==> src/logic/mcel_consts.svh <==
// Contract
// - corrected errors logged, no exception raised
// - later recoverable may replace recoverable record
// - fatal raises exception only when enabled
// - fatal record kept, later errors set overflow
// - logs survive warm reset
// - five sources, five separate banks
// - scrubbers for dcache, l2 tags, memory
// - scrubbers read and write back only when idle
// - scrubber writes back single-bit corrections
// - dcache load/store ECC errors are fatal
// - unused-byte dcache errors corrected like scrub
// - icache fill errors logged in icache bank
// - dcache fills: single recoverable, multi fatal
// - dcache data recoverable only scrubbed or unused-byte single-bit
// - dcache tag and tlb parity are fatal
// - icache fills: single recoverable, multi fatal
// - capability low byte reads five banks
`ifndef MCEL_CONSTS_SVH
`define MCEL_CONSTS_SVH
`define MCEL_NUM_BANKS 5
`define MCEL_BANK_DC 3'h0
`define MCEL_BANK_IC 3'h1
`define MCEL_BANK_BU 3'h2
`define MCEL_BANK_LS 3'h3
`define MCEL_BANK_NB 3'h4
`define MCEL_CAP_COUNT 8'h05
`define MCEL_CAP_CTL_PRESENT 1'h1
`define MCEL_SCRUB_PERIOD 16'h0040
`endif

==> src/logic/mcel_pkg.sv <==
package mcel_pkg;
  // error source classes at the input
  typedef enum logic [2:0] {
    MCEL_SRC_DC_FILL,
    MCEL_SRC_DC_DATA,
    MCEL_SRC_DC_PARITY,
    MCEL_SRC_IC_FILL,
    MCEL_SRC_BU,
    MCEL_SRC_LS,
    MCEL_SRC_NB
  } mcel_src_t;
  // one error report
  typedef struct packed {
    logic valid;
    mcel_src_t src;
    logic multi_bit;
    logic by_scrubber;
    logic [7:0] used_bytes;
    logic [7:0] err_bytes;
    logic [15:0] syndrome;
    logic [47:0] addr;
  } mcel_err_t;
  // one bank record
  typedef struct packed {
    logic valid;
    logic uncorrected;
    logic overflow;
    logic [15:0] syndrome;
    logic [47:0] addr;
  } mcel_rec_t;
  typedef enum logic [1:0] {
    MCEL_SC_WAIT,
    MCEL_SC_CHECK,
    MCEL_SC_FIX
  } mcel_scrub_st_t;
endpackage

==> src/logic/mcel_logger.sv <==
`timescale 1ns/100ps
`default_nettype none
`include "mcel_consts.svh"
module mcel_logger #(
  parameter int NUM_BANKS = `MCEL_NUM_BANKS,
  parameter int NUM_SCRUB = 3,
  parameter int LINE_W = 10,
  parameter logic [15:0] SCRUB_PERIOD = `MCEL_SCRUB_PERIOD
) (
  // clock and resets
  input wire logic i_sys_clk,
  input wire logic i_rst,
  input wire logic i_cold_rst,
  // control
  input wire logic i_mc_enable,
  // error report
  input wire mcel_pkg::mcel_err_t i_err,
  // scrubbers: 0 dcache, 1 l2 tags, 2 memory
  input wire logic [NUM_SCRUB-1:0] i_scrub_idle,
  input wire logic [NUM_SCRUB-1:0] i_scrub_single_err,
  // bank log and capability
  input wire logic [2:0] i_bank_sel,
  input wire logic i_bank_clear,
  output var mcel_pkg::mcel_rec_t o_bank_rec,
  output logic [8:0] o_cap,
  // exception and load-path correction
  output logic o_machine_check_exception,
  output logic o_piggy_fix,
  // scrubber outputs
  output logic [NUM_SCRUB-1:0] o_scrub_rd,
  output logic [NUM_SCRUB-1:0] o_scrub_wb,
  output logic [NUM_SCRUB*LINE_W-1:0] o_scrub_line
);
  mcel_pkg::mcel_rec_t bank_q [NUM_BANKS];
  logic [2:0] bank_d;
  logic fatal_d;
  logic piggy_d;

  // classify and route each report
  always_comb begin
    bank_d = `MCEL_BANK_DC;
    fatal_d = 1'b1;
    piggy_d = 1'b0;
    case (i_err.src)
      mcel_pkg::MCEL_SRC_DC_FILL: begin
        fatal_d = i_err.multi_bit;
      end
      mcel_pkg::MCEL_SRC_DC_DATA: begin
        // scrubbed single-bit is recoverable; unused-byte single-bit case below
        fatal_d = i_err.multi_bit | ~i_err.by_scrubber;
        // error only in bytes the load ignores: fix like scrub
        if (!i_err.multi_bit && !i_err.by_scrubber && i_err.err_bytes != 8'h00 &&
            (i_err.err_bytes & i_err.used_bytes) == 8'h00) begin
          fatal_d = 1'b0;
          piggy_d = 1'b1;
        end
      end
      mcel_pkg::MCEL_SRC_DC_PARITY: fatal_d = 1'b1;
      mcel_pkg::MCEL_SRC_IC_FILL: begin
        bank_d = `MCEL_BANK_IC; // dcache checks, icache logs
        fatal_d = i_err.multi_bit;
      end
      mcel_pkg::MCEL_SRC_BU: begin
        bank_d = `MCEL_BANK_BU;
        fatal_d = i_err.multi_bit;
      end
      mcel_pkg::MCEL_SRC_LS: bank_d = `MCEL_BANK_LS;
      mcel_pkg::MCEL_SRC_NB: begin
        bank_d = `MCEL_BANK_NB;
        fatal_d = i_err.multi_bit;
      end
      default: bank_d = `MCEL_BANK_DC;
    endcase
  end

  // per-bank record; only cold reset or a bank clear wipes it, warm reset keeps it
  for (genvar b = 0; b < NUM_BANKS; b++) begin : g_bank
    logic hit;
    assign hit = i_err.valid && bank_d == 3'(b);
    always_ff @(posedge i_sys_clk) begin
      if (i_cold_rst) begin
        bank_q[b] <= '0;
      end else if (hit) begin
        if (bank_q[b].valid && bank_q[b].uncorrected) begin
          bank_q[b].overflow <= 1'b1; // keep fatal record
        end else begin
          // recoverable overwrite fatal replaces recoverable
          bank_q[b].valid <= 1'b1;
          bank_q[b].uncorrected <= fatal_d; // logged either way
          bank_q[b].overflow <= bank_q[b].valid;
          bank_q[b].syndrome <= i_err.syndrome;
          bank_q[b].addr <= i_err.addr;
        end
      end else if (i_bank_clear && i_bank_sel == 3'(b)) begin
        bank_q[b] <= '0; // new error in same cycle wins over clear
      end
    end

    // a stored fatal record never moves, only overflow rises
    a_fatal_kept: assert property (@(posedge i_sys_clk) disable iff (i_cold_rst)
      (hit && bank_q[b].valid && bank_q[b].uncorrected)
      |=> bank_q[b].overflow && $stable(bank_q[b].addr) && $stable(bank_q[b].syndrome))
      else $error("fatal record overwritten");
    a_fatal_sticky: assert property (@(posedge i_sys_clk) disable iff (i_cold_rst)
      (bank_q[b].valid && bank_q[b].uncorrected && !(i_bank_clear && i_bank_sel == 3'(b)))
      |=> bank_q[b].valid && bank_q[b].uncorrected)
      else $error("fatal record lost");
    // recoverable record may be replaced by any later error
    a_recov_replace: assert property (@(posedge i_sys_clk) disable iff (i_cold_rst)
      (hit && !fatal_d && !(bank_q[b].valid && bank_q[b].uncorrected))
      |=> bank_q[b].valid && !bank_q[b].uncorrected && bank_q[b].syndrome == $past(i_err.syndrome))
      else $error("recoverable error not logged");
    a_fatal_replace: assert property (@(posedge i_sys_clk) disable iff (i_cold_rst)
      (hit && fatal_d && !(bank_q[b].valid && bank_q[b].uncorrected))
      |=> bank_q[b].uncorrected && bank_q[b].addr == $past(i_err.addr))
      else $error("fatal error did not replace record");
    // an error in the same cycle as a clear must not be lost
    a_err_wins_clear: assert property (@(posedge i_sys_clk) disable iff (i_cold_rst)
      (hit && i_bank_clear && i_bank_sel == 3'(b))
      |=> bank_q[b].valid)
      else $error("clear swallowed a new error");
    // warm reset alone leaves the log untouched
    a_log_warm_keep: assert property (@(posedge i_sys_clk) disable iff (i_cold_rst)
      (i_rst && !hit && !(i_bank_clear && i_bank_sel == 3'(b)))
      |=> $stable(bank_q[b]))
      else $error("warm reset disturbed the log");
  end

  // read port: one cycle behind the select
  always_ff @(posedge i_sys_clk) begin
    if (i_rst) begin
      o_bank_rec <= '0;
    end else begin
      o_bank_rec <= (i_bank_sel < 3'(NUM_BANKS)) ? bank_q[i_bank_sel] : '0;
    end
  end

  // capability word; zero only while warm reset is held
  always_ff @(posedge i_sys_clk) begin
    if (i_rst) begin
      o_cap <= '0;
    end else begin
      o_cap <= {`MCEL_CAP_CTL_PRESENT, `MCEL_CAP_COUNT};
    end
  end

  // exception pulse, gated by software enable
  always_ff @(posedge i_sys_clk) begin
    if (i_rst) begin
      o_machine_check_exception <= 1'b0;
    end else begin
      o_machine_check_exception <= i_err.valid & fatal_d & i_mc_enable;
    end
  end

  // piggyback correction pulse, never with an exception
  always_ff @(posedge i_sys_clk) begin
    if (i_rst) begin
      o_piggy_fix <= 1'b0;
    end else begin
      o_piggy_fix <= i_err.valid & piggy_d;
    end
  end

  // scrubbers: wait period, check next line when idle, write back fix
  for (genvar s = 0; s < NUM_SCRUB; s++) begin : g_scrub
    mcel_pkg::mcel_scrub_st_t st_q;
    logic [15:0] tmr_q;
    logic [LINE_W-1:0] line_q;
    // per-scrubber pulse flops keep one driver per output bit
    logic rd_q;
    logic wb_q;
    always_ff @(posedge i_sys_clk) begin
      if (i_rst) begin
        st_q <= mcel_pkg::MCEL_SC_WAIT;
        tmr_q <= '0;
        line_q <= '0;
        rd_q <= 1'b0;
        wb_q <= 1'b0;
      end else begin
        rd_q <= 1'b0;
        wb_q <= 1'b0;
        case (st_q)
          mcel_pkg::MCEL_SC_WAIT: begin
            if (tmr_q < SCRUB_PERIOD - 16'h0001) begin
              tmr_q <= tmr_q + 16'h0001;
            end else if (i_scrub_idle[s]) begin
              tmr_q <= '0;
              rd_q <= 1'b1;
              st_q <= mcel_pkg::MCEL_SC_CHECK;
            end
          end
          mcel_pkg::MCEL_SC_CHECK: begin
            if (i_scrub_single_err[s]) begin
              st_q <= mcel_pkg::MCEL_SC_FIX;
            end else begin
              line_q <= line_q + 1'b1;
              st_q <= mcel_pkg::MCEL_SC_WAIT;
            end
          end
          mcel_pkg::MCEL_SC_FIX: begin
            if (i_scrub_idle[s]) begin
              wb_q <= 1'b1;
              line_q <= line_q + 1'b1;
              st_q <= mcel_pkg::MCEL_SC_WAIT;
            end
          end
          default: st_q <= mcel_pkg::MCEL_SC_WAIT;
        endcase
      end
    end
    assign o_scrub_line[s*LINE_W +: LINE_W] = line_q;
    assign o_scrub_rd[s] = rd_q;
    assign o_scrub_wb[s] = wb_q;

    // scrubber may only touch its array in idle cycles
    a_scrub_idle_only: assert property (@(posedge i_sys_clk) disable iff (i_rst)
      (o_scrub_rd[s] | o_scrub_wb[s]) |-> $past(i_scrub_idle[s]))
      else $error("scrubber acted in a busy cycle");
    a_scrub_wb_fix: assert property (@(posedge i_sys_clk) disable iff (i_rst)
      o_scrub_wb[s] |-> $past(st_q) == mcel_pkg::MCEL_SC_FIX)
      else $error("write-back without detected error");
    a_scrub_wb_once: assert property (@(posedge i_sys_clk) disable iff (i_rst)
      o_scrub_wb[s] |=> !o_scrub_wb[s])
      else $error("write-back repeated");
    a_scrub_rd_once: assert property (@(posedge i_sys_clk) disable iff (i_rst)
      o_scrub_rd[s] |=> !o_scrub_rd[s])
      else $error("scrub read repeated");
    // line pointer steps after every write-back or clean check
    a_scrub_wb_step: assert property (@(posedge i_sys_clk) disable iff (i_rst)
      o_scrub_wb[s] |-> line_q == $past(line_q) + 1'b1)
      else $error("line not advanced after write-back");
    a_scrub_clean_step: assert property (@(posedge i_sys_clk) disable iff (i_rst)
      (st_q == mcel_pkg::MCEL_SC_CHECK && !i_scrub_single_err[s])
      |=> line_q == $past(line_q) + 1'b1)
      else $error("line not advanced after clean check");
    // no read before the wake-up period has run out
    a_scrub_period: assert property (@(posedge i_sys_clk) disable iff (i_rst)
      (st_q == mcel_pkg::MCEL_SC_WAIT && tmr_q < SCRUB_PERIOD - 16'h0001)
      |=> !o_scrub_rd[s])
      else $error("scrubber woke early");
  end

  // exception rules
  a_mce_needs_en: assert property (@(posedge i_sys_clk) disable iff (i_rst)
    o_machine_check_exception |-> $past(i_mc_enable) && $past(fatal_d))
    else $error("exception without enable");
  a_mce_has_err: assert property (@(posedge i_sys_clk) disable iff (i_rst)
    o_machine_check_exception |-> $past(i_err.valid))
    else $error("exception without error");
  a_recov_no_mce: assert property (@(posedge i_sys_clk) disable iff (i_rst)
    (i_err.valid && !fatal_d) |=> !o_machine_check_exception)
    else $error("recoverable error raised exception");
  a_piggy_recov: assert property (@(posedge i_sys_clk) disable iff (i_rst)
    o_piggy_fix |-> !o_machine_check_exception)
    else $error("piggyback fix raised exception");
  a_ic_fill_bank: assert property (@(posedge i_sys_clk) disable iff (i_cold_rst)
    (i_err.valid && i_err.src == mcel_pkg::MCEL_SRC_IC_FILL && !bank_q[1].uncorrected)
    |=> bank_q[1].valid && bank_q[1].addr == $past(i_err.addr))
    else $error("icache fill not logged in icache bank");
  a_dc_load_fatal: assert property (@(posedge i_sys_clk) disable iff (i_rst)
    (i_err.valid && i_err.src == mcel_pkg::MCEL_SRC_DC_DATA && !i_err.by_scrubber
     && (i_err.err_bytes & i_err.used_bytes) != 8'h00 && i_mc_enable)
    |=> o_machine_check_exception)
    else $error("load path ecc error not fatal");
  a_parity_fatal: assert property (@(posedge i_sys_clk) disable iff (i_rst)
    (i_err.valid && i_err.src == mcel_pkg::MCEL_SRC_DC_PARITY && i_mc_enable)
    |=> o_machine_check_exception)
    else $error("parity error not fatal");
  a_fill_multi_fatal: assert property (@(posedge i_sys_clk) disable iff (i_rst)
    (i_err.valid && i_err.multi_bit && i_mc_enable && (i_err.src == mcel_pkg::MCEL_SRC_DC_FILL
     || i_err.src == mcel_pkg::MCEL_SRC_IC_FILL))
    |=> o_machine_check_exception)
    else $error("multi-bit fill error not fatal");
  // capability and read port
  a_cap_count: assert property (@(posedge i_sys_clk) disable iff (i_rst)
    $past(!i_rst) |-> o_cap[7:0] == 8'h05)
    else $error("capability count wrong");
  a_cap_present: assert property (@(posedge i_sys_clk) disable iff (i_rst)
    $past(!i_rst) |-> o_cap[8] == 1'b1)
    else $error("capability present bit wrong");
  a_rec_unused: assert property (@(posedge i_sys_clk) disable iff (i_rst)
    (i_bank_sel >= 3'(NUM_BANKS)) |=> o_bank_rec == '0)
    else $error("unused bank read not zero");
endmodule
`default_nettype wire

==> config.mk <==
export PLATFORM = sky130hd
export DESIGN_NAME = mcel_logger
export DESIGN_NICKNAME = d
export VERILOG_FILES = /design/src/logic/mcel_pkg.sv /design/src/logic/mcel_logger.sv
export VERILOG_INCLUDE_DIRS = /design/src /design/src/logic
export SDC_FILE = /design/constraint.sdc
export NUM_CORES = 1
export LEC_CHECK = 0
export ABC_AREA = 0
export ABC_CLOCK_PERIOD_IN_PS = 8220
export BUFFER_PORTS_ARGS = -buffer_cell sky130_fd_sc_hd__buf_2
export CAP_MARGIN = 25
export CORE_UTILIZATION = 35
export DETAILED_ROUTE_END_ITERATION = 8
export PLACE_DENSITY = 0.61
export SYNTH_ARGS = -nofsm -noshare
export SYNTH_HDL_FRONTEND = slang
export SYNTH_SLANG_ARGS = --single-unit
==> constraint.sdc <==
create_clock -name i_sys_clk -period 8.22 [get_ports i_sys_clk]
set_clock_uncertainty 0.15 [all_clocks]
set_input_delay 2.466 -clock i_sys_clk [delete_from_list [all_inputs] [get_ports i_sys_clk]]
set_output_delay 2.466 -clock i_sys_clk [all_outputs]
set_load 0.02 [all_outputs]
Word level (Yosys, flattened, before mapping)
Memories as Yosys holds them, arrays and structs flattened. A register that Yosys moved wholly into a read port is not among the register bits.
Index checks and enable logic that the tools add are counted.
{"block": "classes", "n_mux": 156, "n_reduce_logical": 51, "addsub": 6, "n_bitwise": 68, "n_eq_ne": 31, "order_cmp": 4}
{"op": "48-bit two-way mux", "count": 10}
{"op": "16-bit two-way mux", "count": 16}
{"op": "1-bit two-way mux", "count": 103}
{"op": "10-bit two-way mux", "count": 6}
{"op": "10-bit one-hot mux with 2 select lines", "count": 3}
{"op": "1-bit OR", "count": 56}
{"op": "16-bit by 1-bit adder with 16-bit output (second input constant)", "count": 3}
{"op": "16-bit by 6-bit < comparator with 1-bit output (second input constant)", "count": 3}
{"op": "10-bit by 1-bit adder with 10-bit output (second input constant)", "count": 3}
{"op": "2-bit two-way mux", "count": 12}
{"op": "2-bit != test (second input constant)", "count": 12}
{"op": "1-bit logical AND", "count": 18}
{"op": "2-bit one-hot mux with 3 select lines", "count": 3}
{"op": "3-bit AND reduction", "count": 6}
{"op": "3-bit by 2-bit equality test with 1-bit output (second input constant)", "count": 5}
{"op": "3-bit equality test (second input constant)", "count": 5}
{"op": "3-bit one-hot mux with 4 select lines", "count": 1}
{"op": "2-bit nonzero test", "count": 6}
{"op": "3-bit by 1-bit equality test with 1-bit output (second input constant)", "count": 3}
{"op": "3-bit logical NOT", "count": 3}
{"op": "9-bit two-way mux", "count": 1}
{"op": "3-bit OR reduction", "count": 3}
{"op": "8-bit bitwise AND", "count": 1}
{"op": "8-bit logical NOT", "count": 1}
{"op": "other kinds (12)", "count": 33}
{"block": "totals", "out_inout_bits": 114, "ramBits": 335, "reg_bits": 101, "memories": 1}
{"name": "bank_q", "depth": 5, "width": 67, "read_ports": 6, "rd_clocked_by_memory_dff": 1, "wr": 5, "line_no": "mcel_logger.sv:34", "source": "mcel_pkg::mcel_rec_t bank_q [NUM_BANKS];"}

Logic depth before layout (Yosys ltp)
Gate-level depths: netlist of run 1.
{"block": "logic_depth", "ltp_word": 10, "ltp_mapped": 7, "ltp_nobuf": 6}

Worst setup path before layout of run 1
OpenSTA, ideal clock, no wires.
{"block": "synth_timing", "path_type": "input-to-reg", "from": "input port i_bank_sel[1]", "to": "memory bank_q[2][0] (netlist name), enable pin", "required_time_ps": 7567, "path_stages": 5, "setup_slack_ps": 1190, "t_arrival_ps": 6376, "path_cell_list": "clkbuf_1 > buf_1 > nand2_1 > o21a_1 > o21bai_1"}
{"item": "start, declared", "line_no": "mcel_logger.sv:22", "source": "input wire logic [2:0] i_bank_sel,"}
{"item": "end, declared", "line_no": "mcel_logger.sv:34"}

==> impl_results.md, run 1 <==
* Outcome: completed
* Slew Viols, Final at 0
* Final WL at between 50,000 and 60,000 microns
* Sequential fraction of the synthesis area at approximately 65%
* Root buffer cell: clkbuf_16
* M3 GR Usage at approximately 3.4%
* RR Startpoint: bank_q[4][66]$_SDFFCE_PN0P_
* Mean Syn Cell Area at roughly 13 sq um
* FFs w/ async S/R, synth at 0%
* Synth cell types at 62
* Crit. path cell count at 6
* Seq pwr share at 51.5%
* Placed Cells at ~2,500
* Detailed Routing Iterations Pass 1 at 5
* Critical setup path kind: input port to flip-flop
* PD cells at between 200 and 250 nW/um^2
* Final worst setup slack at between 2000 and 3000 ps
* Cells after Synth at ~1,600
* Hold Crit Class: flip-flop to flip-flop
* First-iteration detailed-routing DRC count at about 850
* TritonCTS clock tree: yes
* CTS H-tree depth at 2
* Layout Utilization at 41.7%
* Met1 usage in global routing at 21.5%
* Slew @ Worst Pin at 1020 ps
* Syn-to-layout area delta at 17.5%
* TritonCTS buffer count at 52
* Nets at about 1,900
* Core box area at between 50,000 and 60,000 sq um
* Die X-Extent at about 240 microns
* P_sw at between 1 and 1.5 mW
* CP startpoint: i_err[82]
* CP endpoint kind: flip-flop
* CTS Sinks at around 500
* Clock buffer depth at 3
* Total global-route track usage at between 10% and 20%
* GPL Wtd Cong at 0.799
* PostCTS Resize Cnt at 0
* Share of cells above drive strength 1 at 22.1%
* Final hold vios at 0
* CP Buf/Inv Count at 3
* Delay of the slowest cell on the worst path at 820 ps
* Initial antenna violation count at 13
* R2R depth at 4
* Sw Share at between 20% and 30%
* CP max stage cell: a311o_2
* # Post-CTS Setup Buffers at 0
* Die Height at 244 microns
* IO Port Bufs at approximately 210
* Number of placement rows at just under 90
* IO Pins at 214
* First-pass GRT wire length at between 70,000 and 80,000 microns
* Most utilized layer in the global route result: met2
* RSZ-0062 raised after global routing: no
* End of the worst register-to-register path: bank_q[4][44]$_SDFFCE_PP0P_
* Clk pwr share at about two fifths
* Delay-heaviest family, CP: buffers and inverters
* Hold buffer count at CTS at 0
* Leakage power at around 9.3 nW
* DRC violations left at 0
* Worst Setup EP: bank_q[4][44]$_SDFFCE_PP0P_
* Post-DRT Antenna Nets at 0
* Post-Synthesis Cell Area at 20,500 sq um
* Average wire per standard cell at approximately 20 microns
* Worst slew margin at about a third
* CP cell instances: buf_2 > nand4b_1 > a211oi_4 > buf_4 > a311o_2 > buf_4
* Post-synth EDFFs at 335
* Initial core utilization at a little over a third
* Int Pwr at 4.24 mW
* Most frequent CP cell: buf_4
* Fin Setup TNS at 0 ps
* Post-DP HPWL at 29,500 microns
* MaxCap Viol Count at 0
* Startpoint class of the critical path: input port
* Vias/cell at just under 5
* Post-place setup slack at ~2200 ps
* Number of global-route vias before repair at 13,200
* Most common cell after layout, fill and taps aside: edfxtp_1
* Die footprint at ~59,000 sq um
* Setup Viol. Count Final at 0
* Final Non-Filler Cells at roughly 2,600
* Yosys warns at 0
* #FFs+latches synth at roughly 500
* Tcrit/Tclk final at between 60% and 70%
* Most frequent cells in the layout: 335 x edfxtp_1, 328 x and2_1, 204 x buf_2, 160 x dfxtp_1, 115 x nand2_1
* Clock transition at the registers of the reported paths at ~60 ps
* Period minus WS final at between 5000 and 6000 ps
* Worst Path Required at ~8300 ps
* Largest net degree at the start of global routing at just over 80
* Top_reg_cell synth: edfxtp_1
* CP Max Fanout at 67
* Latest clock arrival within the worst-skew pair at between 600 and 700 ps
* Comb pwr share at between 6 and 7%
* Max frequency at 186 MHz
* Arrival time worst endpoint at ~5500 ps
* Via count at roughly 13,000
* Met2 Track Usage GR at ~29%
* Maximum vdd drop at about 160 uV
* Gr ovfl total at 0
* R2r setup slk at between 4000 and 5000 ps
-- cell type report --
class	instances	area, sq um
Multi-Input combinational cell	964	6830
Sequential cell	495	13300
Timing Repair Buffer	226	1270
Tap cell	765	957
Clock buffer	78	1490
Fill cell	5423	33600
Clock inverter	19	194
Antenna cell	3	7.51
Inverter	11	42.5
-- layer usage --
| metal | up-vias | routed length [microns] | part of all wire, % |
|---|---|---|---|
| met4 | 12 | 1020 | 2.0 |
| met2 | 296 | 24400 | 49 |
| li1 | 5969 | - | - |
| met5 | - | 88 | 0.18 |
| met3 | 72 | 2600 | 5.2 |
| met1 | 6320 | 22000 | 44 |
-- cells in the mapped netlist (9+ instances only) --
cell type / instances / area [sq um]
mux4_2: 67 / 1510
and3_1: 16 / 100
inv_1: 11 / 41.3
xnor2_1: 24 / 210
nand2_1: 116 / 435
nand3_1: 25 / 125
edfxtp_1: 335 / 10100
nand4_1: 13 / 81.3
nand3b_1: 11 / 82.6
buf_4: 15 / 113
nor3b_1: 10 / 75.1
nor3_1: 15 / 75.1
dfxtp_1: 160 / 3200
buf_2: 13 / 65.1
a21oi_1: 64 / 320
a22oi_1: 30 / 225
clkbuf_1: 68 / 255
and2_1: 328 / 2050
nor2_1: 113 / 424
xor2_1: 14 / 123
or3_1: 9 / 56.3
-- worst min path at each step --
stage / from / end / slack, ps / cells past startpoint
floorplan: g_scrub[2].tmr_q[15]$_SDFFE_PP0P_ / g_scrub[2].tmr_q[15]$_SDFFE_PP0P_ / 280 / 1
global placement: g_scrub[2].tmr_q[14]$_SDFFE_PP0P_ / g_scrub[2].tmr_q[14]$_SDFFE_PP0P_ / 300 / 1
detailed placement: g_scrub[2].tmr_q[15]$_SDFFE_PP0P_ / g_scrub[2].tmr_q[15]$_SDFFE_PP0P_ / 300 / 1
CTS: g_scrub[2].tmr_q[15]$_SDFFE_PP0P_ / g_scrub[2].tmr_q[15]$_SDFFE_PP0P_ / 320 / 1
global route: g_scrub[2].tmr_q[15]$_SDFFE_PP0P_ / g_scrub[2].tmr_q[15]$_SDFFE_PP0P_ / 330 / 1
finish: g_scrub[2].tmr_q[15]$_SDFFE_PP0P_ / g_scrub[2].tmr_q[15]$_SDFFE_PP0P_ / 310 / 1
-- cell families after synthesis --
kind of cell    synth area share [%]
compound gates                  4.42
mux                             7.67
fa+ha+maj                      0.367
other cells                   0.0183
simple gates                    18.7
flops                           64.8
buf+inv                         2.39
xor+xnor                        1.63
-- power by group through the flow --
stage,combinational (mW),clock (mW),sequential [mW]
floorplan,0.192,0,2.89
global placement,0.348,0,2.87
detailed placement,0.356,0,2.88
CTS,0.357,2.37,2.82
global route,0.383,2.45,2.83
finish,0.351,2.30,2.82
-- registers in the layout, summed over array words and instances (netlist names), 3 cells and up --
register        flops
g_scrub.line_q     30
g_scrub.wb_q        3
bank_q            335
g_scrub.rd_q        3
o_bank_rec         67
g_scrub.tmr_q      48
g_scrub.st_q        6
-- metrics by stage --
step | cell area, sq um | hold WS, ps | power [mW]
finish | 24100 | 313 | 5.47
floorplan | 20500 | 281 | 3.08
CTS | 24000 | 317 | 5.55
global placement | 22300 | 299 | 3.22
global route | 24100 | 329 | 5.67
detailed placement | 22300 | 297 | 3.23
-- worst register-to-register path, stage by stage, from the launching register on --
cell      delay (ps)
edfxtp_1         480
a211oi_4         270
buf_4            620
a311o_2          820
buf_4            620
Power figures use the tool's default switching activity.
==> inputs of run 2 (changes only) <==
Settings changed: ABC_CLOCK_PERIOD_IN_PS 8220 to 4900, PLACE_DENSITY 0.61 to 0.63.
Clock period 8.22 ns to 4.9 ns, I/O delays scaled along.
==> impl_results.md, run 2 (same netlist as run 1, synthesis figures left out) <==
* Max frequency at 278 MHz
* PostCTS Resize Cnt at 0 (unchanged)
* GPL Wtd Cong at 0.817 (+2.3%)
* Die Height at 244 microns (unchanged)
* Slew Viols, Final at 0 (unchanged)
* Period minus WS final at 3600 ps
* Number of placement rows at 88 (unchanged)
* Design Area, Final at 24,200 sq um (+0.72%)
* Hold buffer count at CTS at 0 (unchanged)
* RSZ-0062 raised after global routing: no
* Comb pwr share at 6.3% (about the same)
* Tcrit/Tclk final at between 70% and 80%
* CP max stage cell: buf_4
* Clock transition at the registers of the reported paths at 60 ps (about the same)
* Top flop regs: bank_q x335, o_bank_rec x67, g_scrub.tmr_q x48
* TritonCTS clock tree: yes
* MaxCap Viol Count at 0 (unchanged)
* First-pass GRT wire length at 77,900 microns (+0.77%)
* Max reg flops at 335 (unchanged)
* CP Max Fanout at 52 (-22%)
* Average wire per standard cell at 19.7 microns (+0.77%)
* Clock buffer depth at 3 (unchanged)
* Die footprint at 59,500 sq um (unchanged)
* Core box area at 57,700 sq um (unchanged)
* TritonCTS buffer count at 54 (+3.8%)
* Detailed Routing Iterations Pass 1 at 5 (unchanged)
* Initial core utilization at 35.5% (unchanged)
* Delay of the slowest cell on the worst path at 760 ps (-60 ps)
* Tot Pwr at 9.53 mW (+74%)
* Slew @ Worst Pin at 1010 ps (-9.20 ps)
* CP endpoint kind: flip-flop
* Outcome: completed
* PD cells at 393 nW/um^2 (+73%)
* P_sw at 2.13 mW (+73%)
* Maximum vdd drop at 274 uV (+67%)
* Post-DP HPWL at 29,700 microns (+0.43%)
* CTS Sinks at 495 (unchanged)
* Reg with most FFs: bank_q
* Setup Viol. Count Final at 0 (unchanged)
* Number of global-route vias before repair at 13,200 (-0.51%)
* Gr ovfl total at 0 (unchanged)
* Nets at 1,862 (+0.32%)
* Seq pwr share at 49.6% (-1.9 points)
* Int Pwr at 7.40 mW (+75%)
* Worst slew margin at 32.8% (+0.61 points)
* Leakage power at 9.36 nW (+0.96%)
* Most frequent cells in the layout: 335 x edfxtp_1, 328 x and2_1, 204 x buf_2, 160 x dfxtp_1, 115 x nand2_1
* First-iteration detailed-routing DRC count at 911 (+7.1%)
* Sw Share at 22.4% (-0.20 points)
* Syn-to-layout area delta at 18.4%
* Vias/cell at 5.01 (+1.3%)
* CTS H-tree depth at 2 (unchanged)
* DRC violations left at 0 (unchanged)
* Post-place instance area at 22,400 sq um (+0.24%)
* IO Pins at 214 (unchanged)
* Via count at 12,900 (+1.6%)
* Largest net degree at the start of global routing at 73 (-9.9%)
* Die X-Extent at 244 microns (unchanged)
* # Post-CTS Setup Buffers at 0 (unchanged)
* Final hold vios at 0 (unchanged)
* Clk pwr share at 44.1% (+2.1 points)
* IO Port Bufs at 207 (unchanged)
* Critical setup path kind: input port to flip-flop
* CP cell instances: buf_2 > nand4b_1 > a211oi_4 > a311o_2 > buf_4
* Fillers at 5,411 (-0.22%)
* Fin Setup TNS at 0 ps (unchanged)
* Root buffer cell: clkbuf_16
* Post-DRT Antenna Nets at 0 (unchanged)
* Share of cells above drive strength 1 at 22.7% (+0.53 points)
* Hold Crit Class: flip-flop to flip-flop
* Worst Path Required at 4970 ps (-3330 ps)
* Arrival time worst endpoint at 3670 ps (-1780 ps)
* Startpoint class of the critical path: input port
* Most common cell after layout, fill and taps aside: edfxtp_1
* Latest clock arrival within the worst-skew pair at 620 ps (about the same)
* Final WL at 50,500 microns (+1.0%)
* Total global-route track usage at 16.9% (about the same)
* Initial antenna violation count at 13 (unchanged)
run 2: cell types whose count changed in the layout (fill, tap and decap cells not counted), moves of 2 or more:
| cell | change |
|---|---|
| clkbuf_16 | +2 |
| clkbuf_1 | -5 |
| buf_4 | +7 |
| bufinv_16 | +4 |
run 2: critical path: cells and delay by family:
family,cells,cell delay (ps)
buf+inv,2,890
compound gates,2,820
simple gates,1,430
run 2: path summary, 6_finish.rpt:
kind	start	endpoint	cells after the start	slack, ps
worst max-delay path	i_err[82]	bank_q[4][40]$_SDFFCE_PP0P_	5	1300
worst min-delay path	g_scrub[2].tmr_q[14]$_SDFFE_PP0P_	g_scrub[2].tmr_q[14]$_SDFFE_PP0P_	1	310
worst max register to register	bank_q[4][66]$_SDFFCE_PN0P_	bank_q[4][40]$_SDFFCE_PP0P_	3	2360
worst min register to register	g_scrub[2].tmr_q[14]$_SDFFE_PP0P_	g_scrub[2].tmr_q[14]$_SDFFE_PP0P_	1	310
run 2: power groups by stage:
| stage | Clock (mW) | Combinational [mW] | Sequential [mW] |
|---|---|---|---|
| after floorplan | 0 | 0.323 | 4.84 |
| after global placement | 0 | 0.597 | 4.81 |
| after global routing | 4.46 | 0.647 | 4.75 |
| after CTS | 4.31 | 0.607 | 4.73 |
| final | 4.21 | 0.596 | 4.73 |
| after detailed placement | 0 | 0.606 | 4.82 |
run 2: area by class of cell:
cell class                      count  area (sq um)  share of cell area [%]
Timing Repair Buffer              230          1260                    5.22
Clock inverter                     24           330                    1.36
Sequential cell                   495         13300                    54.7
Multi-Input combinational cell    964          6830                    28.2
Antenna cell                        2          5.00                  0.0207
Tap cell                          765           957                    3.95
Inverter                           11          42.5                   0.176
Clock buffer                       76          1540                    6.35
run 2: routing by layer:
| layer | track usage (%) | up-vias | part of all wire (%) |
|---|---|---|---|
| li1 | - | 5975 | - |
| met1 | 22.4 | 6461 | 44 |
| met2 | 28.6 | 345 | 49 |
| met3 | 3.08 | 74 | 5.4 |
| met4 | 4.38 | 12 | 1.8 |
| met5 | 0 | - | 0.16 |
run 2: metrics by stage:
step           cells  hold slack [ps]  util [%]  setup slack [ps]
3_5_place_dp    2465              305      38.8               676
2_1_floorplan   1570              281         -               251
4_1_cts         2565              317      42.0              1300
5_1_grt         2565              331      42.0              1210
3_3_place_gp    2464              303      38.7               737
6_report        2567              313      42.0              1300
